File: src/shutdown_regs_pkg.sv
package shutdown_regs_pkg;

	// ------------------------------------------------------------
	// register offsets
	// ------------------------------------------------------------
	localparam logic [7:0] SHUTDOWN_CAUSE_LATCH_OFS = 8'h05;
	localparam logic [7:0] FIRST_CTRL_OFS = 8'h20;
	localparam logic [7:0] SECOND_CTRL_OFS = 8'h21;
	localparam logic [7:0] THIRD_DECAY_OFS = 8'h22;

	// ------------------------------------------------------------
	// field positions
	// ------------------------------------------------------------
	localparam int COLD_OFF_BIT = 3;
	localparam int UNDERVOLTAGE_BIT = 2;
	localparam int RAIL_FAULT_BIT = 1;
	localparam int CRIT_HEAT_BIT = 0;
	localparam int DECAY_BIT = 0;
	localparam int CODE_MSB = 7;
	localparam int CODE_LSB = 1;

	// ------------------------------------------------------------
	// reset values
	// ------------------------------------------------------------
	localparam logic [3:0] CAUSE_RESET = 4'h0;
	localparam logic [7:0] READ_IDLE = 8'h00;
	// factory defaults; each variant overrides them through the module parameters
	localparam logic [7:0] FIRST_CTRL_FACTORY = 8'h00;
	localparam logic [7:0] SECOND_CTRL_FACTORY = 8'h00;
	localparam logic [7:0] THIRD_DECAY_FACTORY = 8'h00;

	// ------------------------------------------------------------
	// carriers
	// ------------------------------------------------------------
	typedef struct packed {
		logic wr;
		logic rd;
		logic [7:0] addr;
		logic [7:0] wdata;
	} reg_req_t;

	typedef struct packed {
		logic supply_undervoltage;
		logic rail_fault;
		logic critical_heat;
	} shutdown_event_t;

	typedef struct packed {
		logic [6:0] code;
		logic decay_select;
	} controller_ctrl_t;

endpackage

File: src/cause_flag.sv
`timescale 1ns/1ns
module cause_flag
(
	input wire logic i_ref_clk,
	input wire logic i_sys_rst,
	input wire logic i_ce,
	input wire logic i_set,
	input wire logic i_clear,
	output logic o_flag
);
	import shutdown_regs_pkg::*;

	logic flag_ff;

	// set wins over a clear in the same cycle
	always_ff @(posedge i_ref_clk or posedge i_sys_rst)
	begin
		if (i_sys_rst)
			flag_ff <= 1'b0;
		else if (i_ce)
			flag_ff <= i_set | (flag_ff & ~i_clear);
	end

	assign o_flag = flag_ff;
endmodule

File: src/shutdown_source_and_buck_control_regs.sv
`timescale 1ns/1ns
// Behaviour
// (RULE1) cause flags device-set, host write-one clears
// (RULE2) undervoltage shutdown sets bit 2
// (RULE3) unmasked rail fault shutdown sets bit 1
// (RULE4) critical die heat sets bit 0
// (RULE5) any cause set raises summary flag
// (RULE6) cold-off flag never set, reads zero
// (RULE7) cause latch at 0x05, resets zero
// (RULE8) first controller code in bits 7:1
// (RULE9) second controller code in bits 7:1
// (RULE10) bit 0 picks slew or passive decay
// (RULE11) third decay at 0x22, spare bits stored
// (RULE12) controllers at 0x20/0x21, factory reset values
// (RULE13) host clears causes before summary flag
// (RULE14) cause latch bits 7:4 read zero
// (RULE15) new cause beats simultaneous clear
module shutdown_source_and_buck_control_regs
#(
	parameter logic [7:0] FIRST_CTRL_RESET = shutdown_regs_pkg::FIRST_CTRL_FACTORY,
	parameter logic [7:0] SECOND_CTRL_RESET = shutdown_regs_pkg::SECOND_CTRL_FACTORY,
	parameter logic [7:0] THIRD_DECAY_RESET = shutdown_regs_pkg::THIRD_DECAY_FACTORY
)
(
	input wire logic i_ref_clk,
	input wire logic i_sys_rst,
	input wire logic i_ce,
	input wire shutdown_regs_pkg::reg_req_t i_req,
	input wire shutdown_regs_pkg::shutdown_event_t i_shutdown_event,
	output logic [7:0] o_rdata,
	output logic o_rvalid,
	output logic o_shutdown_summary_set,
	output shutdown_regs_pkg::controller_ctrl_t o_first_ctrl,
	output shutdown_regs_pkg::controller_ctrl_t o_second_ctrl,
	output logic o_third_decay_select
);
	import shutdown_regs_pkg::*;

	// ------------------------------------------------------------
	// decode
	// ------------------------------------------------------------
	function automatic logic hit(input reg_req_t r, input logic [7:0] ofs);
		hit = r.addr == ofs;
	endfunction

	function automatic logic rising(input logic cur, input logic prev);
		rising = cur & ~prev;
	endfunction

	// split a controller register into voltage code and decay select
	function automatic controller_ctrl_t unpack_ctrl(input logic [7:0] r);
		unpack_ctrl.code = r[CODE_MSB:CODE_LSB]; // [RULE8] [RULE9]
		unpack_ctrl.decay_select = r[DECAY_BIT]; // [RULE10]
	endfunction

	logic cause_wr;
	logic first_wr;
	logic second_wr;
	logic third_wr;
	logic [3:0] cause_clear;
	logic [3:0] cause_set;
	logic [3:0] cause_flags;

	assign cause_wr = i_req.wr & hit(i_req, SHUTDOWN_CAUSE_LATCH_OFS);
	assign cause_clear = cause_wr ? i_req.wdata[3:0] : 4'h0; // [RULE1]

	// write strobes for the controller registers
	assign first_wr = i_req.wr & hit(i_req, FIRST_CTRL_OFS);
	assign second_wr = i_req.wr & hit(i_req, SECOND_CTRL_OFS);
	assign third_wr = i_req.wr & hit(i_req, THIRD_DECAY_OFS);

	// ------------------------------------------------------------
	// event sources, one set pulse per rising event
	// ------------------------------------------------------------
	// asynchronous levels: two flops before anything reads them
	// prev resets low, the idle level, so reset makes no false edge
	shutdown_event_t evt_meta_ff;
	shutdown_event_t evt_sync_ff;
	shutdown_event_t evt_prev_ff;

	always_ff @(posedge i_ref_clk or posedge i_sys_rst)
	begin
		if (i_sys_rst)
		begin
			evt_meta_ff <= '0;
			evt_sync_ff <= '0;
			evt_prev_ff <= '0;
		end
		else if (i_ce)
		begin
			evt_meta_ff <= i_shutdown_event;
			evt_sync_ff <= evt_meta_ff;
			evt_prev_ff <= evt_sync_ff;
		end
	end

	assign cause_set[COLD_OFF_BIT] = 1'b0; // [RULE6]
	assign cause_set[UNDERVOLTAGE_BIT] = rising(evt_sync_ff.supply_undervoltage, evt_prev_ff.supply_undervoltage); // [RULE2]
	assign cause_set[RAIL_FAULT_BIT] = rising(evt_sync_ff.rail_fault, evt_prev_ff.rail_fault); // [RULE3]
	assign cause_set[CRIT_HEAT_BIT] = rising(evt_sync_ff.critical_heat, evt_prev_ff.critical_heat); // [RULE4]

	// ------------------------------------------------------------
	// cause latch
	// ------------------------------------------------------------
	genvar g;
	generate
		for (g = 0; g < 4; g++)
		begin : g_flag
			cause_flag u_flag
			(
				.i_ref_clk(i_ref_clk),
				.i_sys_rst(i_sys_rst),
				.i_ce(i_ce),
				.i_set(cause_set[g]), // [RULE15]
				.i_clear(cause_clear[g]), // [RULE1]
				.o_flag(cause_flags[g])
			);
		end
	endgenerate

	// ------------------------------------------------------------
	// summary pulse toward the interrupt register
	// ------------------------------------------------------------
	logic nxt_summary_set;

	// one pulse per cycle in which a cause rises, on the edge that sets the flag
	assign nxt_summary_set = |cause_set[2:0]; // [RULE5]

	always_ff @(posedge i_ref_clk or posedge i_sys_rst)
	begin
		if (i_sys_rst)
			o_shutdown_summary_set <= 1'b0;
		else if (i_ce)
			o_shutdown_summary_set <= nxt_summary_set; // [RULE5]
	end

	// ------------------------------------------------------------
	// controller registers
	// ------------------------------------------------------------
	logic [7:0] first_ctrl_ff;
	logic [7:0] second_ctrl_ff;
	logic [7:0] third_decay_ff;

	// first controller: voltage code and decay select
	always_ff @(posedge i_ref_clk or posedge i_sys_rst)
	begin
		if (i_sys_rst)
			first_ctrl_ff <= FIRST_CTRL_RESET; // [RULE12]
		else if (i_ce && first_wr)
			first_ctrl_ff <= i_req.wdata; // [RULE8]
	end

	always_ff @(posedge i_ref_clk or posedge i_sys_rst)
	begin
		if (i_sys_rst)
			second_ctrl_ff <= SECOND_CTRL_RESET; // [RULE12]
		else if (i_ce && second_wr)
			second_ctrl_ff <= i_req.wdata; // [RULE9]
	end

	// third controller: decay select plus spare storage
	always_ff @(posedge i_ref_clk or posedge i_sys_rst)
	begin
		if (i_sys_rst)
			third_decay_ff <= THIRD_DECAY_RESET; // [RULE11]
		else if (i_ce && third_wr)
			third_decay_ff <= i_req.wdata; // [RULE11]
	end

	// ------------------------------------------------------------
	// controller outputs, one cycle behind storage
	// ------------------------------------------------------------
	always_ff @(posedge i_ref_clk or posedge i_sys_rst)
	begin
		if (i_sys_rst)
			o_first_ctrl <= '0;
		else if (i_ce)
			o_first_ctrl <= unpack_ctrl(first_ctrl_ff); // [RULE8] [RULE10]
	end

	always_ff @(posedge i_ref_clk or posedge i_sys_rst)
	begin
		if (i_sys_rst)
			o_second_ctrl <= '0;
		else if (i_ce)
			o_second_ctrl <= unpack_ctrl(second_ctrl_ff); // [RULE9] [RULE10]
	end

	always_ff @(posedge i_ref_clk or posedge i_sys_rst)
	begin
		if (i_sys_rst)
			o_third_decay_select <= 1'b0;
		else if (i_ce)
			o_third_decay_select <= third_decay_ff[DECAY_BIT]; // [RULE10]
	end

	// ------------------------------------------------------------
	// read path
	// ------------------------------------------------------------
	logic [7:0] nxt_rdata;

	always_comb
	begin
		nxt_rdata = READ_IDLE;
		case (i_req.addr)
			SHUTDOWN_CAUSE_LATCH_OFS: nxt_rdata = {4'h0, cause_flags}; // [RULE14] [RULE7]
			FIRST_CTRL_OFS: nxt_rdata = first_ctrl_ff;
			SECOND_CTRL_OFS: nxt_rdata = second_ctrl_ff;
			THIRD_DECAY_OFS: nxt_rdata = third_decay_ff;
			default: nxt_rdata = READ_IDLE;
		endcase
	end

	always_ff @(posedge i_ref_clk or posedge i_sys_rst)
	begin
		if (i_sys_rst)
		begin
			o_rdata <= READ_IDLE;
			o_rvalid <= 1'b0;
		end
		else if (i_ce)
		begin
			o_rvalid <= i_req.rd;
			if (i_req.rd)
				o_rdata <= nxt_rdata;
		end
	end
endmodule

File: config.mk
export PLATFORM = sky130hd
export DESIGN_NAME = shutdown_source_and_buck_control_regs
export DESIGN_NICKNAME = d
export VERILOG_FILES = /design/src/shutdown_regs_pkg.sv /design/src/cause_flag.sv /design/src/shutdown_source_and_buck_control_regs.sv
export SDC_FILE = /design/constraint.sdc
export NUM_CORES = 1
export LEC_CHECK = 0
export BUFFER_PORTS_ARGS = -buffer_cell sky130_fd_sc_hd__buf_2
export CAP_MARGIN = 0
export CORE_MARGIN = 3
export CORE_UTILIZATION = 50
export CTS_CLUSTER_DIAMETER = 200
export DETAILED_ROUTE_END_ITERATION = 8
export GPL_ROUTABILITY_DRIVEN = 1
export PLACE_DENSITY = 0.84
export SLEW_MARGIN = 10
export SYNTH_ARGS = -nofsm -noshare
export SYNTH_HDL_FRONTEND = slang
export SYNTH_SLANG_ARGS = --single-unit
File: constraint.sdc
create_clock -name i_ref_clk -period 1.8 [get_ports i_ref_clk]
set_input_delay 0.09 -clock i_ref_clk [delete_from_list [all_inputs] [get_ports i_ref_clk]]
set_output_delay 0.09 -clock i_ref_clk [all_outputs]
set_load 0.01 [all_outputs]
== Word-level counts from Yosys, hierarchy flattened ==
Index checks and enable logic that the tools add are counted.
Storage, ports and cells
  register bits after elaboration: 64
  output and inout bits: 27
Cells by class
  equality and inequality tests: 4
  mux-type cells: 2
  bitwise gates (word level): 21
  reduce and logical (&&, ||, !) cells: 5
Operator list (number)
  case mux 8 bit (4 select lines): 1
  equality test 8 x 6 -> 1 bit, second input constant: 3
  bitwise AND 1 bit: 11
  equality test 8 x 3 -> 1 bit, second input constant: 1
  NOT 1 bit: 7
  two-way mux 4 bit: 1
  logical AND 1 bit: 3
  OR 1 bit: 3
  OR reduction 3 bit: 1
  AND reduction 2 bit: 1

== Longest topological paths before layout ==
Gate-level depths: netlist of the first run.
  depth after elaboration: 6
  depth in mapped cells: 5

== Modules after synthesis ==
From an unflattened synthesis of the first run, not the netlist that was laid out.
Second synthesis, totals
  cells, all modules: 201
  area, all modules: 2757.6 sq um
By module, submodules not included
  shutdown_source_and_buck_control_regs: instances 1, cells an instance 185, area each 2592.5 sq um
  cause_flag: instances 4, cells an instance 4, area each 41.3 sq um

== Least setup slack after synthesis of the first run ==
Ideal clock, no wire load.
  kind: input-to-reg
  start: in i_req[11] (netlist bit)
  end: reg first_ctrl_ff[0]
  library setup time: 125 ps
  data arrival time: 1673 ps
  required time: 1675 ps
  path slack: 2 ps
  cell stages on the path: 5
  path buffers: 2
  cell sequence: or4_1 > buf_2 > or4_4 > buf_6 > mux2_4
On the way
  cells in the longest elaborated chain, start to end: 3
Ends and longest elaborated chain
  from (decl): line shutdown_source_and_buck_control_regs.sv:28  | input wire shutdown_regs_pkg::reg_req_t i_req,
  equality test 8 x 6 -> 1 bit: line shutdown_source_and_buck_control_regs.sv:43  | hit = r.addr == ofs;
  bitwise AND 1 bit: line shutdown_source_and_buck_control_regs.sv:68  | assign first_wr = i_req.wr & hit(i_req, FIRST_CTRL_OFS);
  logical AND 1 bit: line shutdown_source_and_buck_control_regs.sv:149  | else if (i_ce && first_wr)
  to (signal assigned): line shutdown_source_and_buck_control_regs.sv:150  | first_ctrl_ff <= i_req.wdata;
  to (decl): line shutdown_source_and_buck_control_regs.sv:140  | logic [7:0] first_ctrl_ff;
No other way between the ends.
A chain may end at the register's enable or synchronous reset.

== Worst setup path after layout of the first run ==
  start: in i_req[11] (netlist bit)
  end: reg third_decay_ff[7]
On the way
  cells in the longest elaborated chain, start to end: 3
Ends and longest elaborated chain
  equality test 8 x 6 -> 1 bit: line shutdown_source_and_buck_control_regs.sv:43
  bitwise AND 1 bit: line shutdown_source_and_buck_control_regs.sv:70  | assign third_wr = i_req.wr & hit(i_req, THIRD_DECAY_OFS);
  logical AND 1 bit: line shutdown_source_and_buck_control_regs.sv:166  | else if (i_ce && third_wr)
  to (signal assigned): line shutdown_source_and_buck_control_regs.sv:167  | third_decay_ff <= i_req.wdata;
  to (decl): line shutdown_source_and_buck_control_regs.sv:142  | logic [7:0] third_decay_ff;
No other way between the ends.

==> metrics.md, run 1 <==
| Metric | Value |
|---|---|
| Status | `finished, final reports clean` |
| Vias in the first global route | `1934` |
| Wire per inst | `17.3 um` |
| Netlist cell types | `36` |
| # fillers | `400` |
| Vias post-DR | `1840` |
| Max VDD drop | `483 uV` |
| Commonest non-fill, non-tap cell in the layout | `dfrtp_1` |
| Hold depth | `2` |
| Area leader, netlist | `dfrtp_1` |
| Max_cap viols | `0` |
| Root Driver | `clkbuf_8` |
| Gr usage total | `19.7%` |
| Commonest cells after routing, fill and taps aside | `64 x dfrtp_1, 50 x buf_2, 41 x mux2_2, 16 x buf_4, 10 x clkbuf_8` |
| Largest net degree at the start of global routing | `34` |
| Smallest hold slack | `19.3 ps` |
| Syn Area/Cell | `14.5 um2` |
| Area contributors post-synth | `dfrtp_1 58%, mux2_2 17%, mux2_4 4.4%, mux2i_1 2.9%, o2bb2ai_1 2.2%` |
| Synth Warn # | `0` |
| Min Tclk post-route | `1510 ps` |
| Hold Vio Cnt, Final | `0` |
| Final period util | `83.8%` |
| Hold Crit Class | `in -> reg` |
| Sink Count | `64` |
| I/O pin count | `51` |
| Num CTS Buffers | `9` |
| Pwr Density | `838 nW/um2` |
| Placed insts | `315` |
| Rows | `26` |
| Fin util | `64.5%` |
| Detailed Route WL | `5780 um` |
| First-pass GRT wire length | `9320 um` |
| Reg2Reg Depth | `3` |
| DRT iter0 DRCs | `130` |
| Critical path peak fanout | `5` |
| Slew HR | `65.6%` |
| Largest buffer count on any clock path | `2` |
| Routed vias/inst | `5.51` |
| Clk_skew | `4.03 ps` |
| CTS tree | `built` |
| Setup CP Type | `in -> reg` |
| Register bit total from synthesis | `64` |
| Worst setup SP type | `input pin` |
| Fmax | `663 MHz` |
| Post-route antenna net violation count | `0` |
| Post-Syn Instances | `189` |
| RSZ-0062 raised after global routing | `no` |
| Syn Std Cell Area | `2750 um2` |
| P_leak | `0.00174 uW` |
| Die height | `80.1 um` |
| # nets final | `285` |
| Core Area | `5200 um2` |
| Yosys top cell area share | `58.3%` |
| Port-buffer cells | `50` |
| Initial cell density of the core | `52.7%` |
| Insertion delay to the later sink of the worst-skew pair | `340 ps` |
| Asr flop ratio synth | `100%` |
| Die W | `80.1 um` |
| Ant diodes | `0` |
| Slew @ Worst Pin | `511 ps` |
| Placed Area | `3160 um2` |
| Critical Path End Type | `flop` |
| Top FF cell, synth | `dfrtp_1` |
| H-tree depth | `3` |
| Register area share after synthesis | `58.3%` |
| Design Area, Final | `3360 um2` |
| Pins over their slew limit | `0` |
| Pre-Repair DR Iteration Count | `5` |
| R2R setup slack | `740 ps` |
| Cts repair resizes | `0` |
| Initial antenna violation count | `0` |
| Final estimated routing congestion in global placement | `0.825` |
| Post-Syn Nets | `213` |
| Post-synth EDFFs | `0` |
| DR DRC count | `0` |
| Worst Path Required | `2020 ps` |
| Clk slew on worst S/H paths | `60 ps` |
| Layout cells sized above 1 | `49.6%` |
| Die area | `6420 um2` |
| CP arrival | `1730 ps` |
| Area Growth Syn to Fin | `22.4%` |
| Post-detail-place hpwl | `3980 um` |
| Total grt overflow | `0` |
| Setup violations, final | `0` |
| Final Non-Filler Cells | `334` |
-- worst max-delay path, cell delays in order --
cell and delay (ps):
buf_2 100, or4_1 550, buf_4 190, nor4b_4 280, buf_4 190, mux2_2 330
-- report_power, final --
part           switching [uW]  total [uW]  internal [uW]
Sequential               35.6        1540           1500
Combinational             138         263            125
Clock                     492        1010            521
Total                     666        2810           2150
-- cell type report --
cell class	instances	area (um2)	share of cell area [%]
multi-input cells	108	1070	31.8
clock buffers	13	149	4.43
inverters	7	26.3	0.782
repair buffers	71	420	12.5
flip-flops and latches	64	1600	47.7
clock inverters	1	5.00	0.149
well taps	70	87.6	2.61
-- final timing paths --
kind | startpoint | end
worst min register to register | g_flag[0].u_flag.o_flag | g_flag[0].u_flag.o_flag
worst min-delay path | i_req[5] | first_ctrl_ff[5]
worst max register to register | first_ctrl_ff[3] | o_rdata[3]
worst max-delay path | i_req[11] | third_decay_ff[7]
max in group asynchronous | i_sys_rst | o_first_ctrl[0]
min in group asynchronous | i_sys_rst | g_flag[1].u_flag.o_flag
-- flip-flops by register name, indices dropped and copies added, names as in the netlist, 3 cells and up --
register              flops
second_ctrl_ff            8
evt_meta_ff               3
o_second_ctrl             8
evt_prev_ff               3
evt_sync_ff               3
o_rdata                   8
first_ctrl_ff             8
third_decay_ff            8
o_first_ctrl              8
g_flag.u_flag.o_flag      4
-- synthesized netlist by cell type (all sizes together), types with 2 or more instances --
cell type / instances
dfrtp: 64
mux2: 49
mux2i: 8
inv: 7
o2bb2ai: 7
buf: 5
clkbuf: 5
a22o: 4
o21ai: 4
a221o: 3
and2: 3
nor2b: 3
nor4: 3
or4: 3
a2bb2oi: 2
a32oi: 2
and3: 2
nand2: 2
nand4: 2
-- per-stage QoR --
step | worst slack (ps) | power (uW) | TNS (ps)
6_report | 292 | 2810 | 0
5_1_grt | 239 | 2940 | 0
4_1_cts | 293 | 2850 | 0
3_5_place_dp | -54.8 | 1820 | -644
3_3_place_gp | -39.5 | 1810 | -798
2_1_floorplan | 2.08 | 1710 | 0
-- routing by layer --
metal / global-route usage [%] / routed length, um / vias up
met4: 11.1 / 155 / 0
li1: - / - / 845
met2: 29.4 / 2710 / 66
met5: 0 / 0 / -
met1: 25.6 / 2600 / 914
met3: 5.72 / 317 / 15
-- what timing repair did --
action | 4_1_cts | 5_1_grt
hold buffers | 5 | 0
buffers inserted | 0 | 0
endpoints found under the hold margin | 68 | 0
-- kinds of logic (layout without fill, tap and decap cells) --
logic type / after synthesis / in the layout / share of synthesized area (%)
buffers and inverters: 17 / 92 / 2.69
and+or+nand+nor: 25 / 25 / 7.20
muxes: 57 / 57 / 24.1
DFF: 64 / 64 / 58.3
AOI/OAI and AO/OA: 26 / 26 / 7.66
No activity file was read; power rests on OpenSTA's default activity.
==> run 2, diff against run 1 <==
- clock period: 1.8 -> 1.6 ns (I/O delays scaled with it)
==> run 2 against run 1 <==
Net effect:
- global-route usage decreased by 0.13 points
- highest routed layer unchanged
- critical path type unchanged
- largest cell class unchanged
- sequential cell count unchanged
- via count decreased by 2.6%
==> metrics.md, run 2 (synthesis results as in run 1) <==
| Metric | Value |
|---|---|
| Fmax | `675 MHz` |
| Total grt overflow | `0` |
| R2R setup slack | `540 ps` |
| DRT iter0 DRCs | `78` |
| Vias in the first global route | `1859` |
| Area Growth Syn to Fin | `24.9%` |
| Critical Path Most Common Cell | `or4_4` |
| Post-route antenna net violation count | `0` |
| Final WS setup | `119 ps` |
| Slew @ Worst Pin | `710 ps` |
| Final period util | `92.6%` |
| Pwr Density | `940 nW/um2` |
| Largest net degree at the start of global routing | `65` |
| Reg2Reg Depth | `3` |
| Critical path peak fanout | `8` |
| H-tree depth | `3` |
| Worst setup SP type | `input pin` |
| Die W | `80.1 um` |
| CTS tree | `built` |
| Root Driver | `clkbuf_8` |
| Worst reg2reg path startpoint | `second_ctrl_ff[3]` |
| Hold Path Sink | `third_decay_ff[4]` |
| Pre-CTS setup slack | `-221 ps` |
| Insertion delay to the later sink of the worst-skew pair | `330 ps` |
| Clk_skew | `5.08 ps` |
| Gr usage total | `19.6%` |
| I/O pin count | `51` |
| Pins over their slew limit | `0` |
| P_leak | `0.00176 uW` |
| Cts repair resizes | `0` |
| Largest stage delay, worst path | `620 ps` |
| Status | `finished, final reports clean` |
| Hold Crit Class | `in -> reg` |
| Crit path buf inv count | `1` |
| Ant diodes | `0` |
| Num CTS Buffers | `9` |
| Slowest CP cell | `or4_4` |
| Core Area | `5200 um2` |
| Initial cell density of the core | `52.7%` |
| Layout cells sized above 1 | `49.6%` |
| Die height | `80.1 um` |
| Commonest cells after routing, fill and taps aside | `64 x dfrtp_1, 50 x buf_2, 29 x mux2_2, 20 x mux2_4, 14 x buf_4` |
| # nets final | `284` |
| Rows | `26` |
| Routed vias/inst | `5.37` |
| Placed Area | `3210 um2` |
| Design Area, Final | `3430 um2` |
| Setup violations, final | `0` |
| CP Depth | `4` |
| Max_cap viols | `0` |
| Port-buffer cells | `50` |
| Initial antenna violation count | `0` |
| RSZ-0062 raised after global routing | `no` |
| DR DRC count | `0` |
| Die area | `6420 um2` |
| Commonest non-fill, non-tap cell in the layout | `dfrtp_1` |
| Setup CP Type | `in -> reg` |
| Hold Startpoint | `i_req[4]` |
| Vias post-DR | `1793` |
| Wire per inst | `17.2 um` |
| Family with the most delay on the worst path | `simple AND/OR/NAND/NOR gates` |
| Slew HR | `52.6%` |
| Worst Path Required | `1810 ps` |
| Sink Count | `64` |
| Max VDD drop | `562 uV` |
| First-pass GRT wire length | `9420 um` |
| Hold depth | `2` |
| CP arrival | `1690 ps` |
| Post-detail-place hpwl | `4020 um` |
| Hold Vio Cnt, Final | `0` |
| Reg-to-Reg End | `o_rdata[3]` |
| Clk slew on worst S/H paths | `60 ps` |
| Final estimated routing congestion in global placement | `0.812` |
| Detailed Route WL | `5760 um` |
| Crit-path cells | `buf_2 > or4_4 > or4_4 > mux2_4` |
| Min Tclk post-route | `1480 ps` |
| Pre-Repair DR Iteration Count | `4` |
| Critical Path End Type | `flop` |
| Largest buffer count on any clock path | `2` |
==> run 2: cell types whose count changed in the layout (fill, tap and decap cells not counted), sizes merged <==
| cell | before | now |
|---|---|---|
| clkinv | 1 | 0 |
| buf | 66 | 65 |
| inv | 7 | 6 |
| clkinvlp | 0 | 1 |
| clkbuf | 13 | 15 |
==> run 2: final cells by class <==
type                            instances  area, um2
Fill cell                             382       1780
Sequential cell                        64       1600
Multi-Input combinational cell        108       1120
Timing Repair Buffer                   70        425
Clock buffer                           15        166
Tap cell                               70       87.6
Inverter                                7       30.0
==> run 2: through the flow <==
stage          utilization [%]  hold WS [ps]  TNS (ps)  total power, uW  instances
2_1_floorplan                -           211     -3450             1930        189
3_3_place_gp              61.7           193     -4200             2050        314
3_5_place_dp              61.7           193     -4480             2060        314
4_1_cts                   65.9          11.5         0             3250        334
5_1_grt                   65.9          24.6         0             3340        334
6_report                  65.9          22.9         0             3230        334
==> run 2: metal layers <==
metal  up-vias  wire, um  GRT usage [%]
met5         -         0              0
met4         0       159           10.3
met3        15       155           3.70
met2        34      2840           31.0
met1       899      2600           25.5
li1        845         -              -
==> run 2: repair_timing <==
action / CTS / global route
buffers inserted: 0 / 0
hold endpoints to repair: 68 / 0
hold buffers: 5 / 0
==> run 2: worst max path at each step <==
stage | startpoint | endpoint | slack [ps]
2_1_floorplan | i_req[11] | first_ctrl_ff[0] | -180
3_3_place_gp | i_req[11] | second_ctrl_ff[0] | -200
3_5_place_dp | i_req[11] | first_ctrl_ff[4] | -220
4_1_cts | i_req[11] | first_ctrl_ff[4] | 130
5_1_grt | i_req[11] | second_ctrl_ff[7] | 70
6_report | i_req[11] | first_ctrl_ff[4] | 120
==> run 2: power breakdown <==
part	leakage [uW]	internal (uW)	switching (uW)
Combinational	0.000822	149	156
Clock	0.0000838	642	545
Sequential	0.000850	1690	43.3
Total	0.00176	2480	744
==> run 2: worst reg2reg max path, stage by stage, from the launching register on <==
cell and delay (ps):
dfrtp_1 400, mux2i_1 150, o2bb2ai_1 100, a221o_1 300
